$ cat src/logic/tms_pkg.sv
// constants and types for the touch matrix scan sequencer
// Notes on behaviour
// - each scan pass starts at the lowest enabled key with a nonzero burst (key zero when enabled and its burst is nonzero)
// - step drive lines zero to seven before moving to next receive line
// - key index equals drive line plus eight times receive line
// - matrix is eight drive lines by three receive lines
// - build parameter limits enabled keys to sixteen or twenty-four
// - disabled keys get no burst timeslot
// - key is disabled when its integrator limit is zero
// - never operate with more enabled keys than the variant maximum
// - sixteen-key variant resets with receive line two disabled
// - burst pulse count comes from each key's own setting
// - finish burst and conversion before next key's burst
// - clamp receive line during every drive pulse falling phase
// - after burst clamp, release ramp, count until comparator trips
// - charge capture window after rising edge lasts about 500 ns
package tms_pkg;
  localparam int NUM_X = 8;
  localparam int NUM_Y = 3;
  localparam int NUM_KEYS = NUM_X * NUM_Y;
  localparam int CLK_PERIOD_NS = 10;
  localparam int DWELL_NS = 500;
  localparam int DWELL_CYC = DWELL_NS / CLK_PERIOD_NS;
  localparam int LOW_NS = 500;
  localparam int LOW_CYC = LOW_NS / CLK_PERIOD_NS;
  localparam int CLAMP_NS = 1000;
  localparam int CLAMP_CYC = (CLAMP_NS + CLK_PERIOD_NS - 1) / CLK_PERIOD_NS;
  localparam int CNT_W = 16;
  localparam logic [CNT_W-1:0] CNT_MAX = 16'hffff;
  localparam logic [7:0] LIMIT_RESET = 8'h02;
  localparam logic [7:0] BURST_RESET = 8'h40;
  typedef enum logic [5:0] {
    TMS_IDLE  = 6'h01,
    TMS_HIGH  = 6'h02,
    TMS_LOW   = 6'h04,
    TMS_CLAMP = 6'h08,
    TMS_RAMP  = 6'h10,
    TMS_DONE  = 6'h20
  } tms_state_t;
endpackage

$ cat src/logic/tms_key_picker.sv
// finds next enabled key at or after a start index
`timescale 1ns/1ps
module tms_key_picker (
  input  wire logic [23:0] key_en,
  input  wire logic [4:0]  start,
  output logic             found,
  output logic [4:0]       key
);
  // linear search from the top down, lowest match at or above start wins; wraps to lowest enabled key when nothing above
  always_comb begin
    found = 1'b0;
    key   = 5'h00;
    for (int i = 23; i >= 0; i--) begin
      if (key_en[i] && (5'(i) >= start)) begin
        found = 1'b1;
        key   = 5'(i);
      end
    end
    if (!found) begin
      for (int i = 23; i >= 0; i--) begin
        if (key_en[i]) begin
          found = 1'b1;
          key   = 5'(i);
        end
      end
    end
  end
endmodule // tms_key_picker

$ cat src/logic/tms_scan_seq.sv
// touch matrix scan sequencer top
`timescale 1ns/1ps
module tms_scan_seq #(
  parameter int MAX_KEYS = 24
) (
  input  wire logic        ref_clk,
  input  wire logic        rst,
  input  wire logic        cfg_we,
  input  wire logic [4:0]  cfg_key,
  input  wire logic [7:0]  cfg_limit,
  input  wire logic [7:0]  cfg_burst,
  input  wire logic        cfg_commit,
  input  wire logic        ramp_cross,
  output logic [7:0]       x_drive,
  output logic [2:0]       y_clamp,
  output logic [2:0]       ramp_on,
  output logic             res_valid,
  output logic [4:0]       res_key,
  output logic [15:0]      res_count,
  output logic             res_over,
  output logic             cfg_reject,
  output logic             pass_start
);
  localparam logic [4:0] NUM_K = 5'(tms_pkg::NUM_KEYS);

  logic [7:0]  limit_tbl [24];
  logic [7:0]  burst_tbl [24];
  logic [7:0]  stage_lim [24];
  logic [23:0] key_en;
  logic [23:0] stage_en;
  logic        cross_s1;
  logic        cross_s2;
  tms_pkg::tms_state_t state;
  logic [4:0]  cur_key;
  logic [4:0]  next_start;
  logic        pick_found;
  logic [4:0]  pick_key;
  logic [7:0]  pulses;
  logic [15:0] tmr;
  logic [15:0] ramp_cnt;
  logic [5:0]  stage_cnt;
  logic [5:0]  stage_pop;
  logic        seq_fresh;

  // comparator is an async pin: two flops first
  always_ff @(posedge ref_clk) begin
    cross_s1 <= ramp_cross;
    cross_s2 <= cross_s1;
  end

  // staging table for limits; commit applies all staged limits at once, bursts take effect on write
  always_ff @(posedge ref_clk) begin
    for (int i = 0; i < 24; i++) begin
      if (rst) begin
        stage_lim[i] <= (MAX_KEYS == 16 && i >= 16) ? 8'h00
                        : tms_pkg::LIMIT_RESET;
      end else if (cfg_we && cfg_key == 5'(i)) begin
        stage_lim[i] <= cfg_limit;
      end
    end
  end

  // a key enables when its limit is nonzero
  always_comb begin
    for (int i = 0; i < 24; i++) begin
      stage_en[i] = (stage_lim[i] != 8'h00);
    end
    stage_pop = 6'h00;
    for (int i = 0; i < 24; i++) begin
      stage_pop = stage_pop + 6'(stage_en[i]);
    end
    stage_cnt = stage_pop;
  end

  // commit only when count fits the variant; else keep old set
  always_ff @(posedge ref_clk) begin
    if (rst) begin
      for (int i = 0; i < 24; i++) begin
        limit_tbl[i] <= (MAX_KEYS == 16 && i >= 16) ? 8'h00
                        : tms_pkg::LIMIT_RESET;
        burst_tbl[i] <= tms_pkg::BURST_RESET;
      end
      cfg_reject <= 1'b0;
    end else begin
      cfg_reject <= 1'b0;
      // indices past the grid are dropped, not written out of range
      if (cfg_we && cfg_key < NUM_K) begin
        burst_tbl[cfg_key] <= cfg_burst;
      end
      if (cfg_commit) begin
        if (stage_cnt <= 6'(MAX_KEYS)) begin
          for (int i = 0; i < 24; i++) begin
            limit_tbl[i] <= stage_lim[i];
          end
        end else begin
          cfg_reject <= 1'b1;
        end
      end
    end
  end

  always_comb begin
    for (int i = 0; i < 24; i++) begin
      key_en[i] = (limit_tbl[i] != 8'h00);
    end
  end

  // skip disabled keys, wrap to lowest enabled
  tms_key_picker u_pick (
    .key_en (key_en),
    .start  (next_start),
    .found  (pick_found),
    .key    (pick_key)
  );

  // one key at a time: burst, clamp, ramp, then next key
  always_ff @(posedge ref_clk) begin
    if (rst) begin
      state      <= tms_pkg::TMS_IDLE;
      cur_key    <= 5'h00;
      next_start <= 5'h00;
      pulses     <= 8'h00;
      tmr        <= 16'h0000;
      ramp_cnt   <= 16'h0000;
      res_valid  <= 1'b0;
      res_key    <= 5'h00;
      res_count  <= 16'h0000;
      res_over   <= 1'b0;
      pass_start <= 1'b0;
      seq_fresh  <= 1'b1;
    end else begin
      res_valid  <= 1'b0;
      pass_start <= 1'b0;
      case (state)
        tms_pkg::TMS_IDLE: begin
          if (pick_found && burst_tbl[pick_key] != 8'h00) begin
            cur_key    <= pick_key;
            pulses     <= burst_tbl[pick_key];
            tmr        <= 16'h0000;
            // a pass begins when the index fails to climb; skipped keys
            // may have moved next_start, so compare with the last burst
            pass_start <= seq_fresh || (pick_key <= cur_key);
            seq_fresh  <= 1'b0;
            state      <= tms_pkg::TMS_HIGH;
          end else if (pick_found) begin
            next_start <= (pick_key == NUM_K - 5'h01) ? 5'h00
                          : pick_key + 5'h01;
          end
        end
        tms_pkg::TMS_HIGH: begin
          if (tmr == 16'(tms_pkg::DWELL_CYC - 1)) begin
            tmr    <= 16'h0000;
            pulses <= pulses - 8'h01;
            state  <= tms_pkg::TMS_LOW;
          end else begin
            tmr <= tmr + 16'h0001;
          end
        end
        tms_pkg::TMS_LOW: begin
          if (tmr == 16'(tms_pkg::LOW_CYC - 1)) begin
            tmr   <= 16'h0000;
            state <= (pulses == 8'h00) ? tms_pkg::TMS_CLAMP
                     : tms_pkg::TMS_HIGH;
          end else begin
            tmr <= tmr + 16'h0001;
          end
        end
        tms_pkg::TMS_CLAMP: begin
          if (tmr == 16'(tms_pkg::CLAMP_CYC - 1)) begin
            tmr      <= 16'h0000;
            ramp_cnt <= 16'h0000;
            state    <= tms_pkg::TMS_RAMP;
          end else begin
            tmr <= tmr + 16'h0001;
          end
        end
        tms_pkg::TMS_RAMP: begin
          if (cross_s2 || ramp_cnt == tms_pkg::CNT_MAX) begin
            res_valid <= 1'b1;
            res_key   <= cur_key;
            res_count <= ramp_cnt;
            res_over  <= !cross_s2;
            state     <= tms_pkg::TMS_DONE;
          end else begin
            ramp_cnt <= ramp_cnt + 16'h0001;
          end
        end
        tms_pkg::TMS_DONE: begin
          // order x then y follows from key index order
          next_start <= (cur_key == NUM_K - 5'h01) ? 5'h00
                        : cur_key + 5'h01;
          state <= tms_pkg::TMS_IDLE;
        end
        default: state <= tms_pkg::TMS_IDLE;
      endcase
    end
  end

  // receive line one-hot from key index: y is key div 8
  function automatic logic [2:0] y_line(input logic [4:0] k);
    return 3'(3'h1 << k[4:3]);
  endfunction

  // pins registered from state; x is key mod 8, y is key div 8
  always_ff @(posedge ref_clk) begin
    if (rst) begin
      x_drive <= 8'h00;
      y_clamp <= 3'h0;
      ramp_on <= 3'h0;
    end else begin
      x_drive <= (state == tms_pkg::TMS_HIGH)
                 ? 8'(8'h01 << cur_key[2:0]) : 8'h00;
      y_clamp <= (state == tms_pkg::TMS_LOW || state == tms_pkg::TMS_CLAMP)
                 ? y_line(cur_key) : 3'h0;
      ramp_on <= (state == tms_pkg::TMS_RAMP)
                 ? y_line(cur_key) : 3'h0;
    end
  end

  // pulse stays high for the full dwell and drops right after
  localparam int DWELL_M1 = tms_pkg::DWELL_CYC - 1;
endmodule // tms_scan_seq

$ cat config.mk
export PLATFORM = sky130hd
export DESIGN_NAME = tms_scan_seq
export DESIGN_NICKNAME = d
export VERILOG_FILES = /design/src/logic/tms_pkg.sv /design/src/logic/tms_key_picker.sv /design/src/logic/tms_scan_seq.sv
export SDC_FILE = /design/constraint.sdc
export NUM_CORES = 1
export LEC_CHECK = 0
export ABC_AREA = 1
export BUFFER_PORTS_ARGS = -buffer_cell sky130_fd_sc_hd__clkbuf_2
export CAP_MARGIN = 20
export CORE_MARGIN = 8
export CORE_UTILIZATION = 57
export DETAILED_ROUTE_END_ITERATION = 12
export PLACE_DENSITY = 0.8
export SLEW_MARGIN = 25
export SYNTH_ARGS = -nofsm -noshare
export SYNTH_HDL_FRONTEND = slang
export SYNTH_SLANG_ARGS = --single-unit
$ cat constraint.sdc
create_clock -name ref_clk -period 8.46 [get_ports ref_clk]
set_input_delay 1.269 -clock ref_clk [delete_from_list [all_inputs] [get_ports ref_clk]]
set_output_delay 1.269 -clock ref_clk [all_outputs]
set_load 0.1 [all_outputs]
==> results, run 1 <==
- Counting distinct cell types in the post-synthesis netlist gives between 50 and 60.
- The number of global-route vias before repair was approximately 23000.
- The area added between synthesis and finish is 10.60%.
- The final cycle utilization of the critical path is roughly four fifths.
- After clock tree synthesis, the clock-pin slew on the worst setup and hold paths is 0.06 ns.
- After the last flow step, the layout net total stands at 3555.
- The type of the worst min-delay path is register to register.
- The required time at the worst-slack endpoint is 8.97 ns.
- Setup violations remaining at the end of the flow were counted as 0.
- The most frequent standard cell in the layout excluding fill and tap cells is sky130_fd_sc_hd__nor2_1.
- The worst clock skew is 0.02534 ns.
- The violation count after the first detailed-routing iteration is ~2600.
- The worst-case IR drop observed on VDD is between 0.15 and 0.2 mV.
- Global routing used 23.38% of the available tracks across all layers.
- Headroom to the max-slew limit came out at between 20% and 30%.
- The delay of the slowest critical-path stage is between 0.6 and 0.7 ns.
- The count of nets left with antenna violations once routing finished came out at 0.
- The power density of the placed cells is roughly 230 mW/mm2.
- The leakage power is 0.01548 uW.
- The main flop type after synthesis is sky130_fd_sc_hd__edfxtp_1.
- The number of hold-slack violations in the final timing report is 0.
- The total wire length after detailed routing is 78110 um.
- The finished cells cover between 0.03 and 0.04 mm2.
- The buffer count from post-CTS setup fixing is 0.
- Hold timing on the final database bottoms out at a slack of approximately 0.34 ns.
- Counting every sink on the clock net gives 730.
- The run finished with clean final reports.
- The average instance area after synthesis is between 9 and 10 um2.
- Entering global routing, the biggest net connects around 150 pins.
- The placement-stage cell area is about 0.034 mm2.
- Routability-driven placement finished with a final weighted congestion of around 0.90.
- The wire length of the first global-routing pass is about 120000 um.
- The cell count after synthesis is about 3400.
- TritonCTS built the clock tree.
- Of all nets on the critical path, the largest fanout is 85.
- The number of buffers on the longest clock path is 3.
- The overall die area is 0.06608 mm2.
- The count of synthesis-stage warnings from yosys is 0.
- In the layout the commonest cells are sky130_fd_sc_hd__nor2_1 (711), sky130_fd_sc_hd__edfxtp_1 (632), sky130_fd_sc_hd__inv_1 (535).
- In the routed layout, each cell is associated on average with a via count of approximately 5.5.
- The worst setup path is captured at a register.
- The boundary pin count is 65.
- The tree is rooted in a sky130_fd_sc_hd__clkbuf_16.
- From bottom edge to top edge, the die measures about 260 um.
- The critical path is of the register to register type.
- The kind of cell with the highest combined delay on the critical path is simple AND/OR/NAND/NOR gates.
- The number of buffer cells added on primary ports is between 60 and 70.
- The number of remaining DRC errors is 0.
- The final antenna diode count is 0.
- The first detailed-routing pass ran for 6 iterations.
- The number of buffers and inverters on the critical path is 1.
- For the pin with the worst max-slew slack, the measured transition is around 1.1 ns.
- The minimum period implied by the final worst setup slack is just under 7 ns.
- Cells with a size suffix above 1 make up between 6 and 7% of the layout.
- The region available for standard cell placement spans between 0.05 and 0.06 mm2.
- After synthesis, the share of flip-flops with an asynchronous set or reset is 0%.
- The highest clock frequency the design can meet is about 150 MHz.
- The number of flops mapped to enable cells by yosys is 632.
- Measured along the x axis, the die boundary spans around 260 um.
- The master of the slowest instance on the critical path is sky130_fd_sc_hd__nand3_2.
- For this run, the number of standard cells in the final layout without fillers is between 4000 and 5000.
- The proportion of synthesized chip area in sequential cells is 63.22%.
- The number of max-slew violations in the final report was 0.
- The synthesized area is about 0.033 mm2.
- The initial core utilization is 57.52%.
- The number of antenna violations at the first check in global routing is 1.
- The HPWL after detailed placement is 48830 um.
- The routed via count is about 24000.
- The depth of the CTS H-tree is 3.
- The design draws between 8000 and 9000 uW.
- The number of violations of the max-capacitance limit is 0.
- The quantity of gates resized following cts is 0.
- Setup total negative slack on the finished layout was measured at 0 ns.
- The routed length per instance is 18.09 um.
- In this run, post-CTS hold repair placed 0 buffers.
- Counting stages on the worst path, the most repeated cell is sky130_fd_sc_hd__nand2_1.
- The final global-route overflow total is 0.
- Setup repair after global routing left no endpoint under its margin.
- The number of clock buffers added by TritonCTS is between 70 and 80.
- The worst setup path is launched from a register.
- Once placement completed, the tool counted placed cells totaling around 4200.
- At the later pin of the worst-skew pair, clock insertion delay measures between 0.6 and 0.7 ns.
- At the worst endpoint, the arrival time is just over 7 ns.
- The floorplan row count is 88.
- The post-synthesis register bit count is 730.
## sequential cells by signal, indices dropped and copies added (netlist names), 3 cells and up
name        cells
stage_lim     192
res_key         5
next_start      5
pulses          8
x_drive         8
tmr            16
cur_key         5
limit_tbl     192
burst_tbl     248
y_clamp         3
ramp_on         3
state           6
ramp_cnt       16
res_count      16
## metrics by stage
| step | utilization (%) | setup WS (ns) |
|---|---|---|
| floorplan | - | 1.438 |
| global placement | 59.27 | 1.908 |
| detailed placement | 59.27 | 1.833 |
| CTS | 63.56 | 1.767 |
| global route | 63.62 | 0.7710 |
| finish | 63.62 | 1.724 |
## final cells by class
| cell class | count | area [um2] |
|---|---|---|
| repair buffers | 91 | 563.0 |
| fillers | 4313 | 20950 |
| flip-flops and latches | 730 | 20940 |
| inverters | 541 | 2036 |
| clock buffers | 96 | 2091 |
| multi-input cells | 2051 | 9671 |
| clock inverters | 45 | 377.9 |
| well taps | 765 | 957.2 |
## layer usage
layer  global-route usage (%)  vias to the layer above  share of wire, %
met3                    4.502                      222               9.3
met5                        0                        -             0.020
met1                    28.75                    11270                38
met2                    39.52                     1121                48
li1                         -                    11300                 -
met4                    11.20                        2               4.3
## synth_stat cells, types with 37 or more instances
cell type,instances,share of area [%]
sky130_fd_sc_hd__nand3_1,292,4.4
sky130_fd_sc_hd__a21oi_1,70,1.1
sky130_fd_sc_hd__nand3b_1,82,1.9
sky130_fd_sc_hd__clkbuf_1,115,1.3
sky130_fd_sc_hd__nor2_1,712,8.1
sky130_fd_sc_hd__nand2_1,516,5.8
sky130_fd_sc_hd__nand4_1,39,0.74
sky130_fd_sc_hd__edfxtp_1,632,57
sky130_fd_sc_hd__inv_1,536,6.1
sky130_fd_sc_hd__nor4_1,64,1.2
sky130_fd_sc_hd__o21ai_0,60,0.91
sky130_fd_sc_hd__nor3_1,37,0.56
sky130_fd_sc_hd__dfxtp_1,98,5.9
## cells by family after synthesis
logic type,count (synthesis),synth area share (%)
compound gates,178,3.060
xor+xnor,15,0.3966
fa+ha+maj,38,1.821
buf+inv,702,8.333
flops,730,63.22
other cells,1,0.01132
simple gates,1764,23.16
## worst paths after layout
kind,start,end,slack [ns],cells past startpoint
max reg2reg,limit_tbl[2][41],tmr[11],1.72,61
min reg2reg,cross_s1,cross_s2,0.34,0
max,limit_tbl[2][41],tmr[11],1.72,61
min,cross_s1,cross_s2,0.34,0
## power breakdown
group          switching, uW  internal [uW]  total (uW)
combinational            664            237         901
sequential               100           4190        4290
clock                   1390           1910        3300
total                   2150           6340        8500
(Power assumes the default switching activity.)
==> inputs of run 2 (changes only) <==
- ABC_AREA: 1 -> 0
- CORE_UTILIZATION: 57 -> 56
- PLACE_DENSITY: 0.8 -> 0.79
- clock period: 8.46 -> 5.8 ns (I/O delays scaled with it)
==> run 2 against run 1 <==
Clock skew grew 0.0057 ns. Synthesized area shrank 6.5%. Setup slack lost 1.8 ns. Largest cell class unchanged. Global-route usage grew 0.86 points. Non-clock buffer count grew 130. The run now ends with setup timing left. Clock power grew 30%.
==> results, run 2 <==
- Row generation in the floorplan step produced 86 rows.
- The horizontal die dimension is roughly 250 um.
- Setup repair after global routing could not meet its margin everywhere.
- Once detail routing completed, the nets flagged for antenna violations numbered 0.
- The dominant cell type by area after synthesis is sky130_fd_sc_hd__edfxtp_1.
- Max-cap violations in this run came to 0.
- The basic-gate share of the synthesized area counting and, or, nand and nor cells is 22.06%.
- The final critical path takes up 101.5% of the cycle.
- For hold timing, the worst endpoint is cross_s2.
- The half-perimeter wire length after detailed placement is ~52000 um.
- The number of buffers inserted for hold repair after clock tree synthesis is 0.
- Relative to the synthesized area, the layout overhead comes to 14.93%.
- The routed via count is 21380.
- The initial utilization of the core area, before any placement, comes to between 50% and 60%.
- The worst path in the final design needs a cycle of 5.886 ns, including I/O delays and setup.
- The number of buffer cells added on primary ports is 64.
- For this run, the leading register cell type out of synthesis is sky130_fd_sc_hd__edfxtp_1.
- The number of antenna violations at the first check in global routing is 1.
- Global routing consumed, on the met1 layer, 31.38% of the routing resources.
- The synthesized area is between 0.03 and 0.04 mm2.
- The overall die area is around 0.063 mm2.
- The source of the worst hold timing path is cross_s1.
- The library cell used most frequently in the layout, excluding fill and tap cells, is sky130_fd_sc_hd__edfxtp_1.
- The xor/xnor share of the synthesized area is less than 1%.
- The number of vias per cell is 6.228.
- Summed over its instances, the top area cell type makes up ~56% of the synthesized netlist area.
- The number of remaining DRC errors is 0.
- The power density of the placed cells is between 300 and 400 mW/mm2.
- Along the worst hold path, the cell count comes to 0.
- The post-synthesis adder-cell area fraction is 1.947%.
- In this run the vertical extent of the chip is between 200 and 300 um.
- The combinational family with the most area after synthesis is simple AND/OR/NAND/NOR gates.
- The number of hold-slack violations in the final timing report came to 0.
- Of the synthesized area, sequential elements account for between 60% and 70%.
- The end of the worst register-to-register path is limit_tbl[2][10].
- The number of max-slew violations in the final report is 0.
- The number of detailed-route iterations in the first pass is 6.
- The checks that failed: setup timing.
- TritonCTS built the clock tree.
- The routed length per instance is ~24 um.
- In this run the number of H-tree levels came out at 3.
- For flop-to-flop paths, the worst setup slack is -0.09 ns.
- The met3 track demand over resource is under 10%.
- The finished cells cover 0.03560 mm2.
- The count of placed standard cells including taps is around 3300.
- The net count after synthesis is roughly 2600.
- The count of synthesis-stage warnings from yosys is 0.
- The arrival time of the worst setup path is 6.24 ns.
- The synthesized netlist devotes approximately 7.6% of its cell area to compound gates.
- The register clock-pin slew on the reported worst setup and hold paths is ~0.06 ns.
- Across the VDD grid, the largest voltage drop is around 0.27 mV.
- The placement-stage cell area is roughly 0.033 mm2.
- The boundary pin count is 65.
- The most common cell in the synthesized netlist is sky130_fd_sc_hd__edfxtp_1.
- Counting flops with a built-in enable in the synthesized netlist gives around 580.
- The biggest fanout along the worst timing path is 8.
- At the end of routability-driven placement, the weighted congestion stood at a little under 1.
- The cell count after synthesis is between 2000 and 3000.
- Between clock sinks in the finished design, the worst skew comes to ~0.031 ns.
- Counting cells, the worst reg-to-reg path comes to 19.
- The post-synthesis register bit count is between 600 and 700.
- After detailed routing, the total wire length is slightly above 80000 um.
- The total power is between 10000 and 15000 uW.
- The total of endpoints with negative setup slack in the final report is roughly 160.
- The met2 demand-to-capacity share in global routing is ~40%.
- The net count of the finished layout is approximately 2700.
- In the final layout, the registers with the most flip-flops are burst_tbl (192), limit_tbl (192), stage_lim (192).
- The largest net degree at the start of global routing is between 100 and 150.
- Excluding fillers, the count of instances in the completed layout stands at 3433.
- In the global route stage, overall resource usage came out at about a quarter.
- The worst-margin pin slew is about 1.1 ns.
- In this run the critical register-to-register path is launched from stage_lim[1][61].
- The run finished, with violations left.
- The core area is approximately 0.055 mm2.
- Counting along the longest clock path gives a buffer depth of 3.
- In the layout the commonest cells are sky130_fd_sc_hd__edfxtp_1 (576), sky130_fd_sc_hd__and2_1 (432), sky130_fd_sc_hd__nand2_1 (165).
- The commonest cells after synthesis are sky130_fd_sc_hd__edfxtp_1 (576), sky130_fd_sc_hd__and2_1 (475), sky130_fd_sc_hd__nand2_1 (167), sky130_fd_sc_hd__clkbuf_1 (136), sky130_fd_sc_hd__nor2_1 (110).
- The highest clock frequency the design can meet is between 150 and 200 MHz.
- The wire length of the first global-routing pass is roughly 120000 um.
- The final global-route overflow total is 0.
- The worst hold path belongs to the class register to register.
- In the synthesized netlist the async set-or-reset flop fraction comes to 0%.
- The nature of the critical path startpoint is a register.
- The portion of synthesized area spent on multiplexers is 2.957%.
- The violation count after the first detailed-routing iteration is around 2400.
- By area the synthesized netlist is led by sky130_fd_sc_hd__edfxtp_1 (56%), sky130_fd_sc_hd__and2_1 (9.6%), sky130_fd_sc_hd__dfxtp_1 (6.3%).
- Measured against its own limit, the worst slew margin works out to 27.45%.
- The tightest hold margin is 0.3423 ns.
- Adding up every negative setup slack in the final design gives -3.654 ns.
- The setup path with the least slack is of type register to register.
- The post-route netlist has 16.61% of its cells at a drive strength greater than 1.
- The total of fill cells in the finished design is between 3000 and 4000.
- In this run the clock root is driven by a sky130_fd_sc_hd__clkbuf_16.
- For this design, the sink count on the clock tree is around 670.
- Summed over all cells, the static leakage comes to approximately 0.013 uW.
- The clock buffer count from CTS is between 60 and 70.
- A synthesized cell averages ~12 um2.
- Data on the critical path is required at its endpoint by between 6 and 7 ns.
- Clock latency on the worst-skew pair, taken at its later pin, is ~0.61 ns.
- The most utilized layer in the global route result is met2.
- The number of global-route vias before repair is about 20000.
- The worst setup path is captured at a register.
- After synthesis, the netlist uses 96 different library cells.
- The minimum setup slack in the final design is -0.08570 ns.
## run 2: per-layer routing
layer / part of all wire [%] / vias up
li1: - / 9592
met1: 39 / 10480
met2: 48 / 1099
met3: 8.9 / 209
met4: 3.9 / 0
met5: 0 / -
## run 2: critical path, stage by stage, from the launching register on
cell                        delay, ns
sky130_fd_sc_hd__edfxtp_1        0.41
sky130_fd_sc_hd__or4_4           0.57
sky130_fd_sc_hd__nor2_4          0.14
sky130_fd_sc_hd__fa_1            0.48
sky130_fd_sc_hd__fa_1            0.60
sky130_fd_sc_hd__fa_1            0.45
sky130_fd_sc_hd__fa_1            0.48
sky130_fd_sc_hd__fa_1            0.48
sky130_fd_sc_hd__inv_1           0.09
sky130_fd_sc_hd__ha_2            0.19
sky130_fd_sc_hd__inv_2           0.04
sky130_fd_sc_hd__fa_1            0.37
sky130_fd_sc_hd__inv_1           0.09
sky130_fd_sc_hd__o21ai_0         0.10
sky130_fd_sc_hd__o22ai_1         0.17
sky130_fd_sc_hd__o211ai_1        0.20
sky130_fd_sc_hd__and3_4          0.30
sky130_fd_sc_hd__buf_12          0.17
sky130_fd_sc_hd__clkbuf_16       0.16
sky130_fd_sc_hd__and2_1          0.16
## run 2: worst max-delay path by stage
stage | start | endpoint | slack [ns]
after floorplan | stage_lim[0][13] | limit_tbl[0][0] | 0.04
after global placement | stage_lim[2][13] | limit_tbl[2][6] | 0.1
after detailed placement | stage_lim[2][12] | limit_tbl[2][7] | -0.03
after CTS | stage_lim[1][61] | limit_tbl[0][20] | 0.01
after global routing | stage_lim[0][29] | limit_tbl[2][10] | -0.21
final | stage_lim[1][61] | limit_tbl[2][10] | -0.09
## run 2: cell type report
type                       count  area (um2)  area share [%]
tap                          704       880.8           2.474
inverter                      42       173.9          0.4885
clock inverter                30       219.0          0.6150
sequential                   674       19260           54.09
multi-input combinational   1670       11120           31.23
clock buffer                  91        1947           5.468
antenna                        1       2.502        0.007029
timing repair buffer         221        2001           5.620
## run 2: through the flow
step	utilization (%)	setup slack, ns
after floorplan	-	0.03659
after global placement	59.41	0.09939
after detailed placement	59.42	-0.02878
after CTS	63.43	0.01227
after global routing	64.87	-0.2112
final	64.87	-0.08570
## run 2: report_power, final
part | total (uW) | internal, uW | switching [uW] | leakage [uW]
Combinational | 1290 | 480 | 806 | 0.00522
Clock | 4290 | 2490 | 1810 | 0.00106
Sequential | 5780 | 5620 | 159 | 0.00654
## run 2: cells by family after synthesis
family / after synthesis
and+or+nand+nor: 1180
DFF: 674
AOI/OAI and AO/OA: 348
buffers and inverters: 210
muxes: 90
adders and majority gates: 38
xor gates and xnor gates: 11
## run 2: repair_timing
action / 4_1_cts / 5_1_grt
resized for setup: 3 / 83
setup buffers: 2 / 7
gates cloned: 1 / 23
setup endpoints to repair: 137 / 340
pin swaps: 2 / 43
